==> config.mk <==
export PLATFORM = sky130hd
export DESIGN_NAME = compare_pwm_timer_link
export DESIGN_NICKNAME = d
export VERILOG_FILES = /design/src/hdl/cmp_timer_pkg.sv /design/src/hdl/pair_timer.sv /design/src/hdl/compare_pwm_timer_link.sv
export SDC_FILE = /design/constraint.sdc
export NUM_CORES = 1
export LEC_CHECK = 0
export BUFFER_PORTS_ARGS = -buffer_cell sky130_fd_sc_hd__buf_2
export CAP_MARGIN = 0
export CORE_MARGIN = 1
export CORE_UTILIZATION = 43
export DETAILED_ROUTE_END_ITERATION = 16
export PLACE_DENSITY = 0.61
export SLEW_MARGIN = 20
export SYNTH_ARGS = -nofsm -noshare
export SYNTH_HDL_FRONTEND = slang
export SYNTH_SLANG_ARGS = --single-unit
==> constraint.sdc <==
create_clock -name CLK_SYS -period 10.1 [get_ports CLK_SYS]
set_input_delay 1.515 -clock CLK_SYS [delete_from_list [all_inputs] [get_ports CLK_SYS]]
set_output_delay 1.515 -clock CLK_SYS [all_outputs]
set_load 0.05 [all_outputs]
==> src/hdl/cmp_timer_pkg.sv <==
package cmp_timer_pkg;
  // register byte addresses on the bus
  localparam logic [7:0] OFS_TIMER_CONTROL = 8'h00;
  localparam logic [7:0] OFS_TIMER_LOW = 8'h04;
  localparam logic [7:0] OFS_TIMER_HIGH = 8'h08;
  localparam logic [7:0] OFS_COMPARE_ONE = 8'h0c;
  localparam logic [7:0] OFS_UNIT_ONE_CONTROL = 8'h10;
  localparam logic [7:0] OFS_FLAGS = 8'h14;
  localparam logic [7:0] OFS_COMPARE_TWO = 8'h18;
  localparam logic [7:0] OFS_UNIT_TWO_CONTROL = 8'h1c;
  localparam logic [7:0] OFS_PWM_PERIOD = 8'h20;
  localparam logic [7:0] OFS_PWM_DUTY = 8'h24;
  localparam logic [7:0] OFS_STATUS = 8'h28;

  // timer_control fields
  localparam int TCTL_ON_BIT = 0;
  localparam int TCTL_PRE_LSB = 4;
  localparam logic [7:0] TIMER_CONTROL_RESET = 8'h00;

  // unit control fields
  localparam int UCTL_DUTY_LSB = 4;
  localparam logic [3:0] MODE_OFF = 4'h0;
  localparam logic [3:0] MODE_SET_HIGH = 4'h8;
  localparam logic [3:0] MODE_SET_LOW = 4'h9;
  localparam logic [3:0] MODE_SOFT_INT = 4'ha;
  localparam logic [3:0] MODE_SPECIAL = 4'hb;
  localparam logic [1:0] MODE_CMP_TOP = 2'h2;
  localparam logic [1:0] MODE_PWM_TOP = 2'h3;

  // flag register bits
  localparam int FLAG_OVF_BIT = 0;
  localparam int FLAG_U1_BIT = 1;
  localparam int FLAG_U2_BIT = 2;
  localparam int FLAG_W = 3;

  // status register bits
  localparam int STAT_PIN_BIT = 0;
  localparam int STAT_PWM_BIT = 1;

  localparam int UNITS = 2;
  localparam logic [15:0] TIMER_MAX = 16'hffff;
  localparam logic [1:0] PWM_FINE_TOP = 2'h3;
endpackage

==> src/hdl/pair_timer.sv <==
`timescale 1ns/1ps
module pair_timer (
  input wire logic clk,
  input wire logic rst,
  input wire logic run,
  input wire logic [1:0] prescale,
  input wire logic wr_low,
  input wire logic wr_high,
  input wire logic [7:0] wdata,
  input wire logic clear,
  output logic [15:0] count,
  output logic stepped,
  output logic ovf
);
  logic [2:0] presc;
  logic [2:0] presc_top;
  logic tick;

  assign presc_top = 3'(({1'b0, 2'h0} + 3'h1 << prescale) - 3'h1);
  assign tick = run && (presc == presc_top);
  assign ovf = tick && (count == cmp_timer_pkg::TIMER_MAX) && !wr_low && !wr_high && !clear;

  ////////////////////////////////////////////////////////////////////////////////
  // any write to either byte restarts the prescaler
  always_ff @(posedge clk or posedge rst) begin
    if (rst) begin
      presc <= 3'h0;
    end else if (wr_low || wr_high) begin
      presc <= 3'h0;
    end else if (!run || tick) begin
      presc <= 3'h0;
    end else begin
      presc <= presc + 3'h1;
    end
  end

  // the count has no reset on purpose: it survives every reset
  always_ff @(posedge clk) begin
    if (wr_low || wr_high) begin
      if (wr_low) begin
        count[7:0] <= wdata;
      end
      if (wr_high) begin
        count[15:8] <= wdata;
      end
    end else if (clear) begin
      count <= 16'h0000;
    end else if (tick) begin
      count <= count + 16'h0001;
    end
  end

  always_ff @(posedge clk or posedge rst) begin
    if (rst) begin
      stepped <= 1'b0;
    end else begin
      stepped <= tick && !wr_low && !wr_high && !clear;
    end
  end
endmodule

==> src/hdl/compare_pwm_timer_link.sv <==
// Decided for this implementation: the address map and the APB slave port.
`timescale 1ns/1ps
module compare_pwm_timer_link (
  input wire logic CLK_SYS,
  input wire logic SYS_RST,
  input wire logic OTHER_RST,
  input wire logic PSEL,
  input wire logic PENABLE,
  input wire logic PWRITE,
  input wire logic [7:0] PADDR,
  input wire logic [31:0] PWDATA,
  output logic [31:0] PRDATA,
  output logic PREADY,
  output logic PSLVERR,
  input wire logic CONVERTER_ON,
  output logic UNIT_ONE_PIN,
  output logic CONVERT_START
);
  logic [7:0] timer_control;
  logic [15:0] compare_value [cmp_timer_pkg::UNITS];
  logic [3:0] unit_mode [cmp_timer_pkg::UNITS];
  logic [1:0] duty_low;
  logic [7:0] duty_high;
  logic [7:0] pwm_period;
  logic [cmp_timer_pkg::FLAG_W-1:0] flags;
  logic [cmp_timer_pkg::FLAG_W-1:0] flag_set;
  logic [9:0] pwm_count;
  logic [9:0] duty_latched;
  logic pwm_mode;
  logic trig_q;
  logic [15:0] timer_count;
  logic stepped;
  logic ovf;
  logic [cmp_timer_pkg::UNITS-1:0] match_evt;
  logic [cmp_timer_pkg::UNITS-1:0] trig;
  logic access;
  logic take;
  logic wr;
  logic wr_low;
  logic wr_high;
  logic [31:0] rd_value;
  logic rd_err;

  ////////////////////////////////////////////////////////////////////////////////
  // bus slave: one wait state, answer registered
  assign access = PSEL && PENABLE;
  assign take = access && PREADY;
  assign wr = take && PWRITE;
  assign wr_low = wr && (PADDR == cmp_timer_pkg::OFS_TIMER_LOW);
  assign wr_high = wr && (PADDR == cmp_timer_pkg::OFS_TIMER_HIGH);

  always_comb begin
    rd_value = 32'h0000_0000;
    rd_err = 1'b0;
    case (PADDR)
      cmp_timer_pkg::OFS_TIMER_CONTROL: rd_value = {24'h000000, timer_control};
      cmp_timer_pkg::OFS_TIMER_LOW: rd_value = {24'h000000, timer_count[7:0]};
      cmp_timer_pkg::OFS_TIMER_HIGH: rd_value = {24'h000000, timer_count[15:8]};
      cmp_timer_pkg::OFS_COMPARE_ONE: rd_value = {16'h0000, compare_value[0]};
      cmp_timer_pkg::OFS_UNIT_ONE_CONTROL: rd_value = {26'h0000000, duty_low, unit_mode[0]};
      cmp_timer_pkg::OFS_FLAGS: rd_value = {29'h00000000, flags};
      cmp_timer_pkg::OFS_COMPARE_TWO: rd_value = {16'h0000, compare_value[1]};
      cmp_timer_pkg::OFS_UNIT_TWO_CONTROL: rd_value = {28'h0000000, unit_mode[1]};
      cmp_timer_pkg::OFS_PWM_PERIOD: rd_value = {24'h000000, pwm_period};
      cmp_timer_pkg::OFS_PWM_DUTY: rd_value = {24'h000000, duty_high};
      cmp_timer_pkg::OFS_STATUS: rd_value = {30'h00000000, pwm_mode, UNIT_ONE_PIN};
      default: rd_err = 1'b1;
    endcase
  end

  always_ff @(posedge CLK_SYS or posedge SYS_RST) begin
    if (SYS_RST) begin
      PREADY <= 1'b0;
    end else begin
      PREADY <= access && !PREADY;
    end
  end

  always_ff @(posedge CLK_SYS or posedge SYS_RST) begin
    if (SYS_RST) begin
      PRDATA <= 32'h0000_0000;
      PSLVERR <= 1'b0;
    end else if (access && !PREADY) begin
      PRDATA <= PWRITE ? 32'h0000_0000 : rd_value;
      PSLVERR <= rd_err;
    end else begin
      PRDATA <= 32'h0000_0000;
      PSLVERR <= 1'b0;
    end
  end

  ////////////////////////////////////////////////////////////////////////////////
  // timer control: only the power-on / brown-out reset touches it
  always_ff @(posedge CLK_SYS or posedge SYS_RST) begin
    if (SYS_RST) begin
      timer_control <= cmp_timer_pkg::TIMER_CONTROL_RESET;
    end else if (wr && PADDR == cmp_timer_pkg::OFS_TIMER_CONTROL) begin
      timer_control <= PWDATA[7:0];
    end
  end

  // configuration registers, cleared by every reset
  always_ff @(posedge CLK_SYS or posedge SYS_RST) begin
    if (SYS_RST) begin
      compare_value[0] <= 16'h0000;
      compare_value[1] <= 16'h0000;
      unit_mode[0] <= cmp_timer_pkg::MODE_OFF;
      unit_mode[1] <= cmp_timer_pkg::MODE_OFF;
      duty_low <= 2'h0;
      duty_high <= 8'h00;
      pwm_period <= 8'h00;
    end else if (OTHER_RST) begin
      compare_value[0] <= 16'h0000;
      compare_value[1] <= 16'h0000;
      unit_mode[0] <= cmp_timer_pkg::MODE_OFF;
      unit_mode[1] <= cmp_timer_pkg::MODE_OFF;
      duty_low <= 2'h0;
      duty_high <= 8'h00;
      pwm_period <= 8'h00;
    end else if (wr) begin
      case (PADDR)
        cmp_timer_pkg::OFS_COMPARE_ONE: compare_value[0] <= PWDATA[15:0];
        cmp_timer_pkg::OFS_COMPARE_TWO: compare_value[1] <= PWDATA[15:0];
        cmp_timer_pkg::OFS_UNIT_ONE_CONTROL: begin
          unit_mode[0] <= PWDATA[3:0];
          duty_low <= PWDATA[cmp_timer_pkg::UCTL_DUTY_LSB +: 2];
        end
        cmp_timer_pkg::OFS_UNIT_TWO_CONTROL: unit_mode[1] <= PWDATA[3:0];
        cmp_timer_pkg::OFS_PWM_PERIOD: pwm_period <= PWDATA[7:0];
        cmp_timer_pkg::OFS_PWM_DUTY: duty_high <= PWDATA[7:0];
        default: ;
      endcase
    end
  end

  ////////////////////////////////////////////////////////////////////////////////
  // timer pair
  pair_timer u_timer (
    .clk(CLK_SYS),
    .rst(SYS_RST),
    .run(timer_control[cmp_timer_pkg::TCTL_ON_BIT]),
    .prescale(timer_control[cmp_timer_pkg::TCTL_PRE_LSB +: 2]),
    .wr_low(wr_low),
    .wr_high(wr_high),
    .wdata(PWDATA[7:0]),
    .clear(trig_q),
    .count(timer_count),
    .stepped(stepped),
    .ovf(ovf)
  );

  ////////////////////////////////////////////////////////////////////////////////
  // compare units: a match is the step that lands on the compare value,
  // so a stopped timer resting on it does not fire again
  generate
    for (genvar u = 0; u < cmp_timer_pkg::UNITS; u++) begin : g_unit
      assign match_evt[u] = stepped && (timer_count == compare_value[u]) &&
                            (unit_mode[u][3:2] == cmp_timer_pkg::MODE_CMP_TOP);
      assign trig[u] = match_evt[u] && (unit_mode[u] == cmp_timer_pkg::MODE_SPECIAL);
    end
  endgenerate

  // trigger is registered; the timer sees it as a clear one cycle later
  always_ff @(posedge CLK_SYS or posedge SYS_RST) begin
    if (SYS_RST) begin
      trig_q <= 1'b0;
      CONVERT_START <= 1'b0;
    end else begin
      trig_q <= |trig;
      CONVERT_START <= trig[1] && CONVERTER_ON;
    end
  end

  // sticky flags, write one to clear; a new event beats the clear
  assign flag_set = {match_evt[1], match_evt[0], ovf};

  always_ff @(posedge CLK_SYS or posedge SYS_RST) begin
    if (SYS_RST) begin
      flags <= 3'h0;
    end else if (OTHER_RST) begin
      flags <= 3'h0;
    end else if (wr && PADDR == cmp_timer_pkg::OFS_FLAGS) begin
      flags <= (flags & ~PWDATA[cmp_timer_pkg::FLAG_W-1:0]) | flag_set;
    end else begin
      flags <= flags | flag_set;
    end
  end

  ////////////////////////////////////////////////////////////////////////////////
  // pwm: 8-bit period plus 2 fine bits gives a 10-bit time base;
  // in pwm mode the duty is only taken at the period boundary to avoid glitches
  assign pwm_mode = (unit_mode[0][3:2] == cmp_timer_pkg::MODE_PWM_TOP);

  always_ff @(posedge CLK_SYS or posedge SYS_RST) begin
    if (SYS_RST) begin
      pwm_count <= 10'h000;
      duty_latched <= 10'h000;
    end else if (!pwm_mode) begin
      pwm_count <= 10'h000;
      duty_latched <= {duty_high, duty_low};
    end else if (pwm_count == {pwm_period, cmp_timer_pkg::PWM_FINE_TOP}) begin
      pwm_count <= 10'h000;
      duty_latched <= {duty_high, duty_low};
    end else begin
      pwm_count <= pwm_count + 10'h001;
    end
  end

  ////////////////////////////////////////////////////////////////////////////////
  // output latch, separate from any port data latch
  always_ff @(posedge CLK_SYS or posedge SYS_RST) begin
    if (SYS_RST) begin
      UNIT_ONE_PIN <= 1'b0;
    end else if (OTHER_RST || unit_mode[0] == cmp_timer_pkg::MODE_OFF) begin
      UNIT_ONE_PIN <= 1'b0;
    end else if (pwm_mode) begin
      UNIT_ONE_PIN <= (pwm_count < duty_latched);
    end else if (match_evt[0] && unit_mode[0] == cmp_timer_pkg::MODE_SET_HIGH) begin
      UNIT_ONE_PIN <= 1'b1;
    end else if (match_evt[0] && unit_mode[0] == cmp_timer_pkg::MODE_SET_LOW) begin
      UNIT_ONE_PIN <= 1'b0;
    end
  end
endmodule

# After elaboration in Yosys (flattened, before gate mapping)
# Index checks and enable logic that the tools add are counted.
# op_classes
addsub,4
order_cmp,1
eq_ne,25
shift,1
n_mux,39
bitwise,4
n_reduce_logical,54
# ops
op,count
16-bit case mux with 11 select lines,1
32-bit 2-to-1 mux,4
16-bit 2-to-1 mux,5
8-bit 2-to-1 mux,10
10-bit 2-to-1 mux,4
16-bit == test,2
"8-bit by 5-bit == test with 1-bit output, second input constant",4
1-bit logical AND,25
"8-bit by 6-bit == test with 1-bit output, second input constant",3
"16-bit by 1-bit adder with 16-bit output, second input constant",1
"16-bit == test, second input constant",1
"4-bit == test, second input constant",4
"8-bit by 4-bit == test with 1-bit output, second input constant",2
2-bit AND reduction,8
2-bit nonzero test,7
3-bit 2-to-1 mux,4
11-bit OR reduction,1
"10-bit by 1-bit adder with 10-bit output, second input constant",1
10-bit == test,1
10-bit < comparator,1
"8-bit by 3-bit == test with 1-bit output, second input constant",1
8-bit zero test,1
4-bit 2-to-1 mux,2
"2-bit == test, second input constant",3
16 further kinds,32
# totals
reg_bits,146
in_bits,47
out_inout_bits,36
wordCells,149

# Logic depth before layout (Yosys ltp)
# Gate-level depths: netlist of the first run.
# logic_depth
depth_word,11
depth_mapped,9
ltp_nobuf,7

# By module
# Synthesis of the first run repeated with hierarchy kept, for this count alone.
# unflattened
cells_unflattened,700
hier_area_um2,7259.5
# by_module_without_submodules
module,n_inst,cells_each,area_per_inst_um2,seq_area_each_um2
compare_pwm_timer_link,1,589,6039.5,2752.6
pair_timer,1,111,1219.9,580.6

# Worst setup path after synthesis of the first run
# OpenSTA, ideal clock, no wires.
# synth_timing
kind,input to register
from,input PADDR[4]
to,"register u_timer.count[0], enable pin"
setup_ps,378
t_arrival_ps,3475
t_required_ps,9722
setup_slack_ps,6247
path_stages,8
path_buffers,3
path_cell_list,buf_6 or4_4 buf_6 nor4_4 or2_1 buf_6 a21oi_2 a31oi_1
# synth_via
elab_chain_cells,5
word_cells_on_any_way,8
classes_between,eq/ne: 3; reduce/logical: 5
# synth_lines
item,line,text
start: declaration,compare_pwm_timer_link.sv:10,"input wire logic [7:0] PADDR,"
8-bit by 3-bit == test with 1-bit output or 8-bit by 4-bit == test with 1-bit output (tied branches),"compare_pwm_timer_link.sv:49, compare_pwm_timer_link.sv:50",
"1-bit logical AND, on equally long branches","compare_pwm_timer_link.sv:49, compare_pwm_timer_link.sv:50",
1-bit logical OR,pair_timer.sv:39,if (wr_low || wr_high) begin
2-bit by 1-bit inequality test with 1-bit output (no line) or 3-bit nonzero test (tied branches),--,
2-bit AND reduction (no line) *,--,
end signal: assignment,pair_timer.sv:41,count[7:0] <= wdata;
end signal: assignment,pair_timer.sv:49,count <= count + 16'h0001;
end: declaration,pair_timer.sv:11,"output logic [15:0] count,"
# Mark *: on every way between the ends. The rest lies on a longest branch, timed or not.
# A chain may end at the register's enable or synchronous reset.

# Worst setup path in the final report of the first run
# layout_timing
from,input PADDR[5]
to,"register u_timer.count[1], enable pin"
# The elaborated chain is that of the path after synthesis.

==> run summary, run 1 <==
Place WS: 5300 ps
Final Hold Fails: 0
power per cell area: 152 nW/um2
core area: 16,100 um2
first-pass GRT wire length: 29.8 mm
Crit Path Max Fanout: 19
Slew headroom: 29.3%
hold worst-path end: u_timer.presc[0]$_DFF_PP0_
DR vias/cell: 5.71
Setup TNS: 0 ps
Crit path required time: 10,140 ps
r2r startpoint: PREADY$_DFF_PP0_
worst hold start: u_timer.presc[0]$_DFF_PP0_
DRC violations left: 0
Crit Path Class: in -> reg
synth warn: 0
area of placed instances: 7400 um2
vias in the first global route: 5,163
drt wl/cell: 20.0 um
unrepaired setup endpoints after global routing: false
crit start category: primary input
ant diodes: 0
gr usage total: 24.0%
max-cap viol count: 0
Worst setup EP type: flip-flop
Area growth syn-to-layout: 11.7%
I/O Pins: 83
grt ovf: 0
post-CTS setup buffers: 0
CTS sink count: 130
fmax: 229 MHz
final number of setup-violating endpoints: 0
Fillers: 1,507
count leader, synth: dfrtp_1
clock slew at reported path FFs: 50 ps
setup slack, reg-to-reg: 6910 ps
final worst-path cycle share: 43.3%
initial DRC count: 484
Hold Path Stages: 1
worst slew pin tran: 1060 ps
hold bufs inserted after CTS: 0
Root Driver: clkbuf_16
EDFF count, synth: 16
Total Nets Final: 784
Area contributors post-synth: dfrtp_1 40%, mux2i_1 9.4%, edfxtp_1 6.7%
peak supply drop: 0.115 mV
Synth top area share: 39.9%
share of cells above drive strength 1: 15.8%
Finished Cell Area: 7990 um2
htree depth: 4
HPWL after DPL: 13.4 mm
clock buffers created by TritonCTS: 17
Initial Util: 44.5%
initial antenna violation count: 0
outcome: finished, final reports clean
Synth top cells by count: 114 x dfrtp_1, 89 x nor2_1, 67 x mux2i_1
HP Class: reg -> reg
Mapped Cells: 698
worst r2r path cells: 5
cts repair resizes: 0
number of core rows: 46
Netlist Area Pre-Place: 7150 um2
FF-to-FF End: u_timer.count[1]$_DFFE_PP_
TritonCTS clock tree: built
Post-Route WL: 19.1 mm
latest clock arrival within the worst-skew pair: 420 ps
Syn Area/Cell: 10.2 um2
DR vias: 5,430
Die X: 131 um
Die H: 131 um
fin. max-slew vios: 0
Synth Register Bits: 130
P_leak: 3.41 nW
arrival time at the worst endpoint: 4410 ps
Routed Antenna Nets: 0
area leader, netlist: dfrtp_1
largest net degree at the start of global routing: 66
Tot Pwr: 1.21 mW
fin worst setup slack: 5730 ps
Seq/Total Area, Yosys: 46.6%
Fin Clk Skew: 8.10 ps
Worst Hold Slack: 496 ps
top_reg_cell synth: dfrtp_1
port bufs: 50
maximum root-to-sink buffer count: 2
Detailed Routing Iterations Pass 1: 5
RePlAce Congestion: 0.923
Die ar.: 17,200 um2
synth unique cells: 68
post-layout minimum cycle time: 4370 ps
Post-synth ARST share: 87.7%
-- cell type report --
cell class / count / area [um2] / share of cell area [%]
Inverter: 16 / 62.6 / 0.783
Clock inverter: 6 / 105 / 1.32
Timing Repair Buffer: 53 / 273 / 3.42
Clock buffer: 23 / 478 / 5.98
Sequential cell: 130 / 3330 / 41.7
Tap cell: 216 / 270 / 3.38
Multi-Input combinational cell: 507 / 3460 / 43.4
-- worst max-delay path by stage --
stage,start,to,slack (ps),depth (start not counted)
floorplan,SYS_RST,CONVERT_START$_DFF_PP0_,5570,1
global placement,PADDR[5],u_timer.count[5]$_DFFE_PP_,5330,6
detailed placement,PADDR[5],u_timer.count[7]$_DFFE_PP_,5300,6
CTS,PADDR[5],u_timer.count[4]$_DFFE_PP_,5770,6
global route,PADDR[5],u_timer.count[1]$_DFFE_PP_,5520,6
finish,PADDR[5],u_timer.count[1]$_DFFE_PP_,5730,6
-- kinds of logic after synthesis --
family,Yosys count,share of synthesized area (%)
AOI/OAI and AO/OA,101,8.87
xor gates and xnor gates,66,8.08
adders and majority gates,12,2.10
buffers and inverters,76,5.81
DFF,130,46.6
muxes,85,12.5
other,1,0.0524
and+or+nand+nor,227,16.0
-- metrics by stage --
step                std cells  util, %
floorplan                 713        -
global placement          922     46.1
detailed placement        922     46.1
CTS                       951     49.7
global route              951     49.7
finish                    951     49.7
-- per-layer routing --
layer	vias to the layer above	wire (um)	global-route usage (%)
li1	2467	-	-
met1	2710	8960	34.0
met2	220	8380	35.4
met3	33	1270	5.54
met4	0	453	9.06
met5	-	0	0
-- registers in the layout (all words and copies together) (netlist names), 8 cells and up --
register / cells
PRDATA: 16
duty_latched: 10
unit_mode: 8
u_timer.count: 16
pwm_count: 10
pwm_period: 8
timer_control: 8
compare_value: 32
duty_high: 8
-- layout by cell type, fill, tap and decap left out, types with 3 or more instances in the layout --
master     instances
dfrtp_1          114
nor2_1            89
mux2i_1           67
nand2_1           50
buf_2             50
xor2_1            41
o21ai_0           34
xnor2_1           25
a21oi_1           19
clkbuf_16         17
mux2_2            16
a22oi_1           16
conb_1            16
edfxtp_1          16
inv_1             15
nor3_1            13
nand3_1           12
nor4_1            12
ha_1              12
nand4_1            8
o22ai_1            6
a31oi_1            5
or2_2              4
nor3_2             4
and2_1             4
or4_1              3
or3_1              3
nand3b_1           3
nor3b_1            3
bufinv_16          3
clkbuf_8           3
clkinv_2           3
clkbuf_1           3
buf_4              3
-- power breakdown --
part / switching (mW) / total, mW / leakage, nW / internal [mW]
Sequential: 0.000758 / 0.531 / 1.74 / 0.530
Combinational: 0.0507 / 0.0623 / 1.39 / 0.0116
Clock: 0.216 / 0.618 / 0.289 / 0.402
Total: 0.267 / 1.21 / 3.41 / 0.944
-- critical path: stages --
cell and delay, ps:
buf_2 210, or4_4 680, nor4_4 600, or2_1 540, a21oi_2 80, a31oi_1 770
(Power assumes the default switching activity.)
==> run 2: changes to the inputs <==
==> constraint.sdc (replaced) <==
create_clock -name CLK_SYS -period 4.2 [get_ports CLK_SYS]
set_input_delay 0.63 -clock CLK_SYS [delete_from_list [all_inputs] [get_ports CLK_SYS]]
set_output_delay 0.63 -clock CLK_SYS [all_outputs]
set_load 0.05 [all_outputs]
==> run 2 against run 1 <==
Via count rose by 0.11%. Routed wire length rose by 1.8%. Sequential power rose by 140%. Worst hold slack got worse by 100 ps. Non-clock buffer count rose by 6. Utilization rose by 0.24 points. Clock skew fell by 1.6 ps. Setup slack got worse by 4600 ps. Critical endpoint is now u_timer.count[5]$_DFFE_PP_. Die area did not move. Sequential cell count did not move. Register-to-register slack got worse by 5500 ps.
==> run summary, run 2 (same netlist as run 1, synthesis figures left out) <==
Fillers: 1,486 (-1.4%)
fin. max-slew vios: 0 (unchanged)
critical path's top delay family: simple AND/OR/NAND/NOR gates
DR vias: 5,436 (+0.11%)
# placed instances: 928 (+0.65%)
power per cell area: 360 nW/um2 (+140%)
leading cell type in the layout, fill and taps excluded: dfrtp_1
Worst setup EP type: flip-flop
number of core rows: 46 (unchanged)
Detailed Routing Iterations Pass 1: 5 (unchanged)
largest net degree at the start of global routing: 72 (+9.1%)
Root Driver: clkbuf_16
RePlAce Congestion: 0.935 (+1.3%)
Slew headroom: 34.7% (+5.4 points)
max-cap viol count: 0 (unchanged)
CP Buf/Inv Count: 2 (+1)
vias in the first global route: 5,404 (+4.7%)
final worst-path cycle share: 72.5%
Final Hold Fails: 0 (unchanged)
fmax: 328 MHz
r2r startpoint: PREADY$_DFF_PP0_
CP startpoint: PADDR[5]
unrepaired setup endpoints after global routing: false
Die X: 131 um (unchanged)
worst slew pin tran: 974 ps (-82.8 ps)
DRC violations left: 0 (unchanged)
post-layout util: 50.0% (+0.24 points)
grt ovf: 0 (unchanged)
hold bufs inserted after CTS: 0 (unchanged)
initial DRC count: 577 (+19%)
outcome: finished, final reports clean
Fin Clk Skew: 6.50 ps (-1.60 ps)
htree depth: 4 (unchanged)
Total Nets Final: 790 (+0.77%)
post-CTS setup buffers: 0 (unchanged)
latest clock arrival within the worst-skew pair: 420 ps (about the same)
drt wl/cell: 20.2 um (+0.80%)
share of cells above drive strength 1: 16.7% (+0.88 points)
Place WS: 804 ps (-4490 ps)
met2 Track Usage GR: 36.5% (+1.1 points)
Initial Util: 44.5% (unchanged)
arrival time at the worst endpoint: 3170 ps (-1240 ps)
Crit Path Max Fanout: 19 (unchanged)
number of flip-flops in the largest register: 32 (unchanged)
final number of setup-violating endpoints: 0 (unchanged)
DR vias/cell: 5.66 (-0.83%)
Routed Antenna Nets: 0 (unchanged)
Setup TNS: 0 ps (unchanged)
first-pass GRT wire length: 30.6 mm (+2.8%)
fin worst setup slack: 1160 ps (-4580 ps)
Crit path required time: 4320 ps (-5820 ps)
CP max-delay cell: or4_4
GR peak layer: met2
crit start category: primary input
maximum root-to-sink buffer count: 2 (unchanged)
Post-Route WL: 19.4 mm (+1.8%)
CP max stage delay: 670 ps (-100 ps)
gr usage total: 24.4% (+0.48 points)
post-route insts no fill: 960 (+0.95%)
ant diodes: 0 (unchanged)
P_leak: 3.44 nW (+0.90%)
most frequent cells in the layout: 114 x dfrtp_1, 89 x nor2_1, 67 x mux2i_1
core area: 16,100 um2 (unchanged)
area of the multi-input gates: 3460 um2 (-0.14%)
HPWL after DPL: 13.6 mm (+1.1%)
post-layout minimum cycle time: 3040 ps
initial antenna violation count: 1 (+1)
M1 GR Usage: 34.0% (about the same)
CTS sink count: 130 (unchanged)
Biggest register: compare_value
HP Class: in -> async
port bufs: 50 (unchanged)
peak supply drop: 0.265 mV (+130%)
register area: 3330 um2 (unchanged)
Area growth syn-to-layout: 12.2%
cts repair resizes: 0 (unchanged)
clock slew at reported path FFs: 60 ps (about the same)
crit-path cells: buf_2, or4_4, nor4_4, or2_1, a21oi_2, a31oi_1, buf_4
GR Layer Usage met3: 6.43% (+0.90 points)
Crit Path Class: in -> reg
TritonCTS clock tree: built
Die ar.: 17,200 um2 (unchanged)
Regs by FF count: compare_value x32, PRDATA x16, u_timer.count x16
I/O Pins: 83 (unchanged)
Die H: 131 um (unchanged)
clock buffers created by TritonCTS: 17 (unchanged)
-- run 2: cell count changes in the layout (fill, tap and decap cells not counted) --
| cell | delta |
|---|---|
| buf_4 | +6 |
| clkinv_2 | +3 |
| clkbuf_8 | -2 |
| bufinv_16 | -1 |
| clkbuf_16 | +1 |
| clkinv_4 | +1 |
| clkinvlp_4 | +1 |
| nor3_1 | +1 |
| nor3_2 | -1 |
-- run 2: worst reg2reg max path, delay by kind of cell, from the launching register on --
| kind | cells | cell delay (ps) |
|---|---|---|
| AO/OA/AOI/OAI | 2 | 250 |
| AND/OR/NAND/NOR | 3 | 1640 |
| flip-flops | 1 | 370 |
| buffers and inverters | 1 | 200 |
-- run 2: metal layers --
| metal | wire length (um) | up-vias | share of wire, % |
|---|---|---|---|
| li1 | - | 2469 | - |
| met1 | 8740 | 2709 | 45 |
| met2 | 8750 | 223 | 45 |
| met3 | 1480 | 33 | 7.6 |
| met4 | 409 | 2 | 2.1 |
| met5 | 14 | - | 0.072 |
-- run 2: power by group --
part / total, mW / switching, mW / internal, mW
Clock: 1.46 / 0.541 / 0.918
Combinational: 0.152 / 0.122 / 0.0293
Sequential: 1.28 / 0.00186 / 1.27
Total: 2.89 / 0.665 / 2.22
-- run 2: cell type report --
type,instances,area share [%]
clock buffer,22,5.92
sequential,130,41.5
clock inverter,10,1.33
multi-input combinational,507,43.1
inverter,16,0.780
timing repair buffer,59,3.96
tap,216,3.37
-- run 2: through the flow --
stage	instance area [um2]	total power, mW	hold slack (ps)
finish	8030	2.89	392
global route	8030	2.97	401
CTS	8030	2.90	407
detailed placement	7440	1.45	492
global placement	7440	1.45	468
floorplan	7210	1.41	452
-- run 2: worst paths after layout --
kind                                                    to  slack, ps  depth (start not counted)
worst max-delay path            u_timer.count[5]$_DFFE_PP_       1160                          7
worst max register to register  u_timer.count[5]$_DFFE_PP_       1450                          6
worst min-delay path              duty_high[2]$_DFFE_PP0P_        390                          2
min in group CLK_SYS               CONVERT_START$_DFF_PP0_        420                          2
max in group asynchronous         duty_high[5]$_DFFE_PP0P_       2960                          3
worst min register to register  u_timer.presc[0]$_DFF_PP0_        500                          1
==> run 3: changes to the inputs <==
--- a/config.mk
+++ b/config.mk
@@ -5,12 +5,13 @@
 export SDC_FILE = /design/constraint.sdc
 export NUM_CORES = 1
 export LEC_CHECK = 0
+export ABC_AREA = 1
 export BUFFER_PORTS_ARGS = -buffer_cell sky130_fd_sc_hd__buf_2
 export CAP_MARGIN = 0
 export CORE_MARGIN = 1
 export CORE_UTILIZATION = 43
 export DETAILED_ROUTE_END_ITERATION = 16
-export PLACE_DENSITY = 0.61
+export PLACE_DENSITY = 0.63
 export SLEW_MARGIN = 20
 export SYNTH_ARGS = -nofsm -noshare
 export SYNTH_HDL_FRONTEND = slang
==> constraint.sdc (replaced) <==
create_clock -name CLK_SYS -period 2.7 [get_ports CLK_SYS]
set_input_delay 0.405 -clock CLK_SYS [delete_from_list [all_inputs] [get_ports CLK_SYS]]
set_output_delay 0.405 -clock CLK_SYS [all_outputs]
set_load 0.05 [all_outputs]
==> run 3 against run 2 <==
Sequential share of layout area down 1.2 points. Sequential cell count unchanged. Via count up 16%. Count of clock-buffer cells in the layout up 5. Total power up 67%. Die area up 0.84%. Register-to-register slack worse by 820 ps. Routed wire length up 4.6%. Utilization up 1.3 points. First-iteration DRC count down 8.5%. Synthesized cell count up 34%.
==> run summary, run 3 <==
outcome: finished, final reports clean
CP max-delay cell: edfxtp_1
hold bufs inserted after CTS: 0 (unchanged)
Total Nets Final: 1,056 (+34%)
crit start category: flip-flop
I/O Pins: 83 (unchanged)
Finished Cell Area: 8260 um2 (+2.9%)
drt wl/cell: 16.6 um (-18%)
port bufs: 50 (unchanged)
register area: 3330 um2 (unchanged)
Die H: 132 um (+0.42%)
HPWL after DPL: 15.4 mm (+13%)
Synth Register Bits: 130 (unchanged)
gr usage total: 24.7% (+0.31 points)
Die X: 132 um (+0.42%)
RePlAce Congestion: 0.944 (+0.93%)
Biggest register: compare_value
Clk network pwr share: 47.0% (-3.5 points)
Post-synth ARST share: 87.7% (unchanged)
cts repair resizes: 0 (unchanged)
number of core rows: 46 (unchanged)
Routed Antenna Nets: 0 (unchanged)
Crit Path Class: reg -> reg
Synth top area share: 39.5% (-0.34 points)
Slew headroom: 54.1% (+19 points)
switching share of power: 25.0% (+2.0 points)
met2 wire length: 8.83 mm (+0.94%)
clock slew at reported path FFs: 60 ps (about the same)
power per cell area: 584 nW/um2 (+62%)
Seq/Total Area, Yosys: 46.2% (-0.40 points)
Detailed Routing Iterations Pass 1: 6 (+1)
Highest Signal Layer: met4
final number of setup-violating endpoints: 0 (unchanged)
htree depth: 4 (unchanged)
leading cell type in the layout, fill and taps excluded: nand2_1
Pint: 3.62 mW (+63%)
Die ar.: 17,300 um2 (+0.84%)
area of the multi-input gates: 3230 um2 (-6.7%)
Initial Util: 44.8% (+0.22 points)
DR vias: 6,330 (+16%)
Fillers: 1,611 (+8.4%)
area leader, netlist: dfrtp_1
count leader, synth: nand2_1
CP Buf/Inv Count: 1 (-1)
Final Hold Fails: 0 (unchanged)
first-pass GRT wire length: 32.7 mm (+6.9%)
maximum root-to-sink buffer count: 2 (unchanged)
Switch Pwr: 1.21 mW (+82%)
EDFF count, synth: 16 (unchanged)
sequential share of power: 44.3% (about the same)
Fin Clk Skew: 12.4 ps (+5.86 ps)
grt ovf: 0 (unchanged)
number of flip-flops in the largest register: 32 (unchanged)
clock buffers created by TritonCTS: 17 (unchanged)
most frequent cells in the layout: 265 x nand2_1, 114 x dfrtp_1, 112 x inv_1
synth warn: 0 (unchanged)
unrepaired setup endpoints after global routing: false
DRC violations left: 0 (unchanged)
Crit path required time: 3050 ps (-1270 ps)
post-CTS setup buffers: 0 (unchanged)
DR vias/cell: 5.17 (-8.7%)
share of cells above drive strength 1: 13.7% (-3.0 points)
TritonCTS clock tree: built
max-cap viol count: 0 (unchanged)
Tot Pwr: 4.82 mW (+67%)
peak supply drop: 0.467 mV (+76%)
Syn Area/Cell: 7.70 um2 (-25%)
initial antenna violation count: 0 (-1)
Root Driver: clkbuf_16
Synth top cells by count: 265 x nand2_1, 114 x dfrtp_1, 113 x inv_1
core area: 16,100 um2 (+0.36%)
final worst-path cycle share: 76.5%
WL met1: 9.51 mm (+8.8%)
fmax: 484 MHz
CTS sink count: 130 (unchanged)
Area contributors post-synth: dfrtp_1 40%, nand2_1 14%, edfxtp_1 6.7%
vias in the first global route: 6,088 (+13%)
largest net degree at the start of global routing: 54 (-25%)
ant diodes: 0 (unchanged)
synth unique cells: 40 (-41%)
Crit Path Max Fanout: 5 (-14)
initial DRC count: 528 (-8.5%)
fin. max-slew vios: 0 (unchanged)
Area growth syn-to-layout: 14.4%
crit-path cells: ha_1, nand3_1, inv_1, nand4_1, nor2_1, nand2_1, nor2_1, nand2_1, a21oi_1
Post-Route WL: 20.3 mm (+4.6%)
arrival time at the worst endpoint: 2410 ps (-760 ps)
Netlist Area Pre-Place: 7210 um2 (+0.86%)
post-layout minimum cycle time: 2070 ps
Mapped Cells: 937 (+34%)
top_reg_cell synth: dfrtp_1
worst slew pin tran: 688 ps (-286 ps)
Setup TNS: 0 ps (unchanged)
Combinational Power Share: 8.7% (+3.4 points)
area of placed instances: 7680 um2 (+3.1%)
Regs by FF count: compare_value x32, PRDATA x16, u_timer.count x16
critical path's top delay family: simple AND/OR/NAND/NOR gates
met3 WL post-DR: 1.55 mm (+4.9%)
Worst setup EP type: flip-flop
P_leak: 3.89 nW (+13%)
HP Class: in -> async
latest clock arrival within the worst-skew pair: 430 ps (about the same)
CP max stage delay: 550 ps (-120 ps)
-- run 3: cell count changes after synthesis, sizes merged, moves of 12 or more --
cell	change
nor4	-14
inv	+105
a22oi	-16
o21ai	+69
nor2	+13
mux2	-15
nand3	+37
clkbuf	-23
xor2	-31
nand2	+222
mux2i	-67
xnor2	-12
-- run 3: final timing paths --
kind                            depth (start not counted)  slack [ps]                            to                          from
worst max-delay path                                    9         630            flags[0]$_DFF_PP0_    u_timer.count[1]$_DFFE_PP_
worst min-delay path                                    2          50  timer_control[4]$_DFFE_PP0P_                       SYS_RST
worst max register to register                          9         630            flags[0]$_DFF_PP0_    u_timer.count[1]$_DFFE_PP_
worst min register to register                          2         490  timer_control[3]$_DFFE_PP0P_  timer_control[3]$_DFFE_PP0P_
max in group asynchronous                               3        1960          PRDATA[13]$_DFF_PP0_                       SYS_RST
min in group CLK_SYS                                    3         190       CONVERT_START$_DFF_PP0_                  CONVERTER_ON
-- run 3: layer usage --
metal  up-vias  GRT usage (%)
met4         0           8.98
met3        27           5.05
li1       3097              -
met5         -              0
met1      2971           35.4
met2       235           36.8
-- run 3: power by group through the flow --
stage          clock, mW  combinational, mW  sequential, mW
2_1_floorplan          0              0.313            2.15
3_3_place_gp           0              0.413            2.17
3_5_place_dp           0              0.420            2.17
4_1_cts             2.29              0.421            2.14
5_1_grt             2.38              0.472            2.15
6_report            2.27              0.418            2.14
-- run 3: layout make-up --
cell class,instances,share of cell area (%)
Sequential cell,130,40.4
Multi-Input combinational cell,660,39.1
Clock buffer,27,6.47
Inverter,122,5.59
Timing Repair Buffer,66,4.64
Tap cell,216,3.27
Clock inverter,4,0.546
-- run 3: through the flow --
| step | utilization [%] | worst slack, ps | hold WS [ps] | instances |
|---|---|---|---|---|
| after floorplan | - | 478 | 450 | 952 |
| after global placement | 47.6 | 634 | 466 | 1194 |
| after detailed placement | 47.6 | 611 | 474 | 1194 |
| after CTS | 51.2 | 656 | 53.3 | 1225 |
| after global routing | 51.2 | 501 | 86.4 | 1225 |
| final | 51.2 | 635 | 47.6 | 1225 |
-- run 3: logic make-up (layout without fill, tap and decap cells) --
logic type / count (synthesis) / in the layout / share of synthesized area [%]
flops: 130 / 130 / 46.2
other cells: 1 / 16 / 0.0520
simple gates: 460 / 460 / 27.9
compound gates: 148 / 148 / 11.0
xor+xnor: 23 / 23 / 2.79
buf+inv: 162 / 219 / 9.82
mux: 1 / 1 / 0.156
fa+ha+maj: 12 / 12 / 2.08
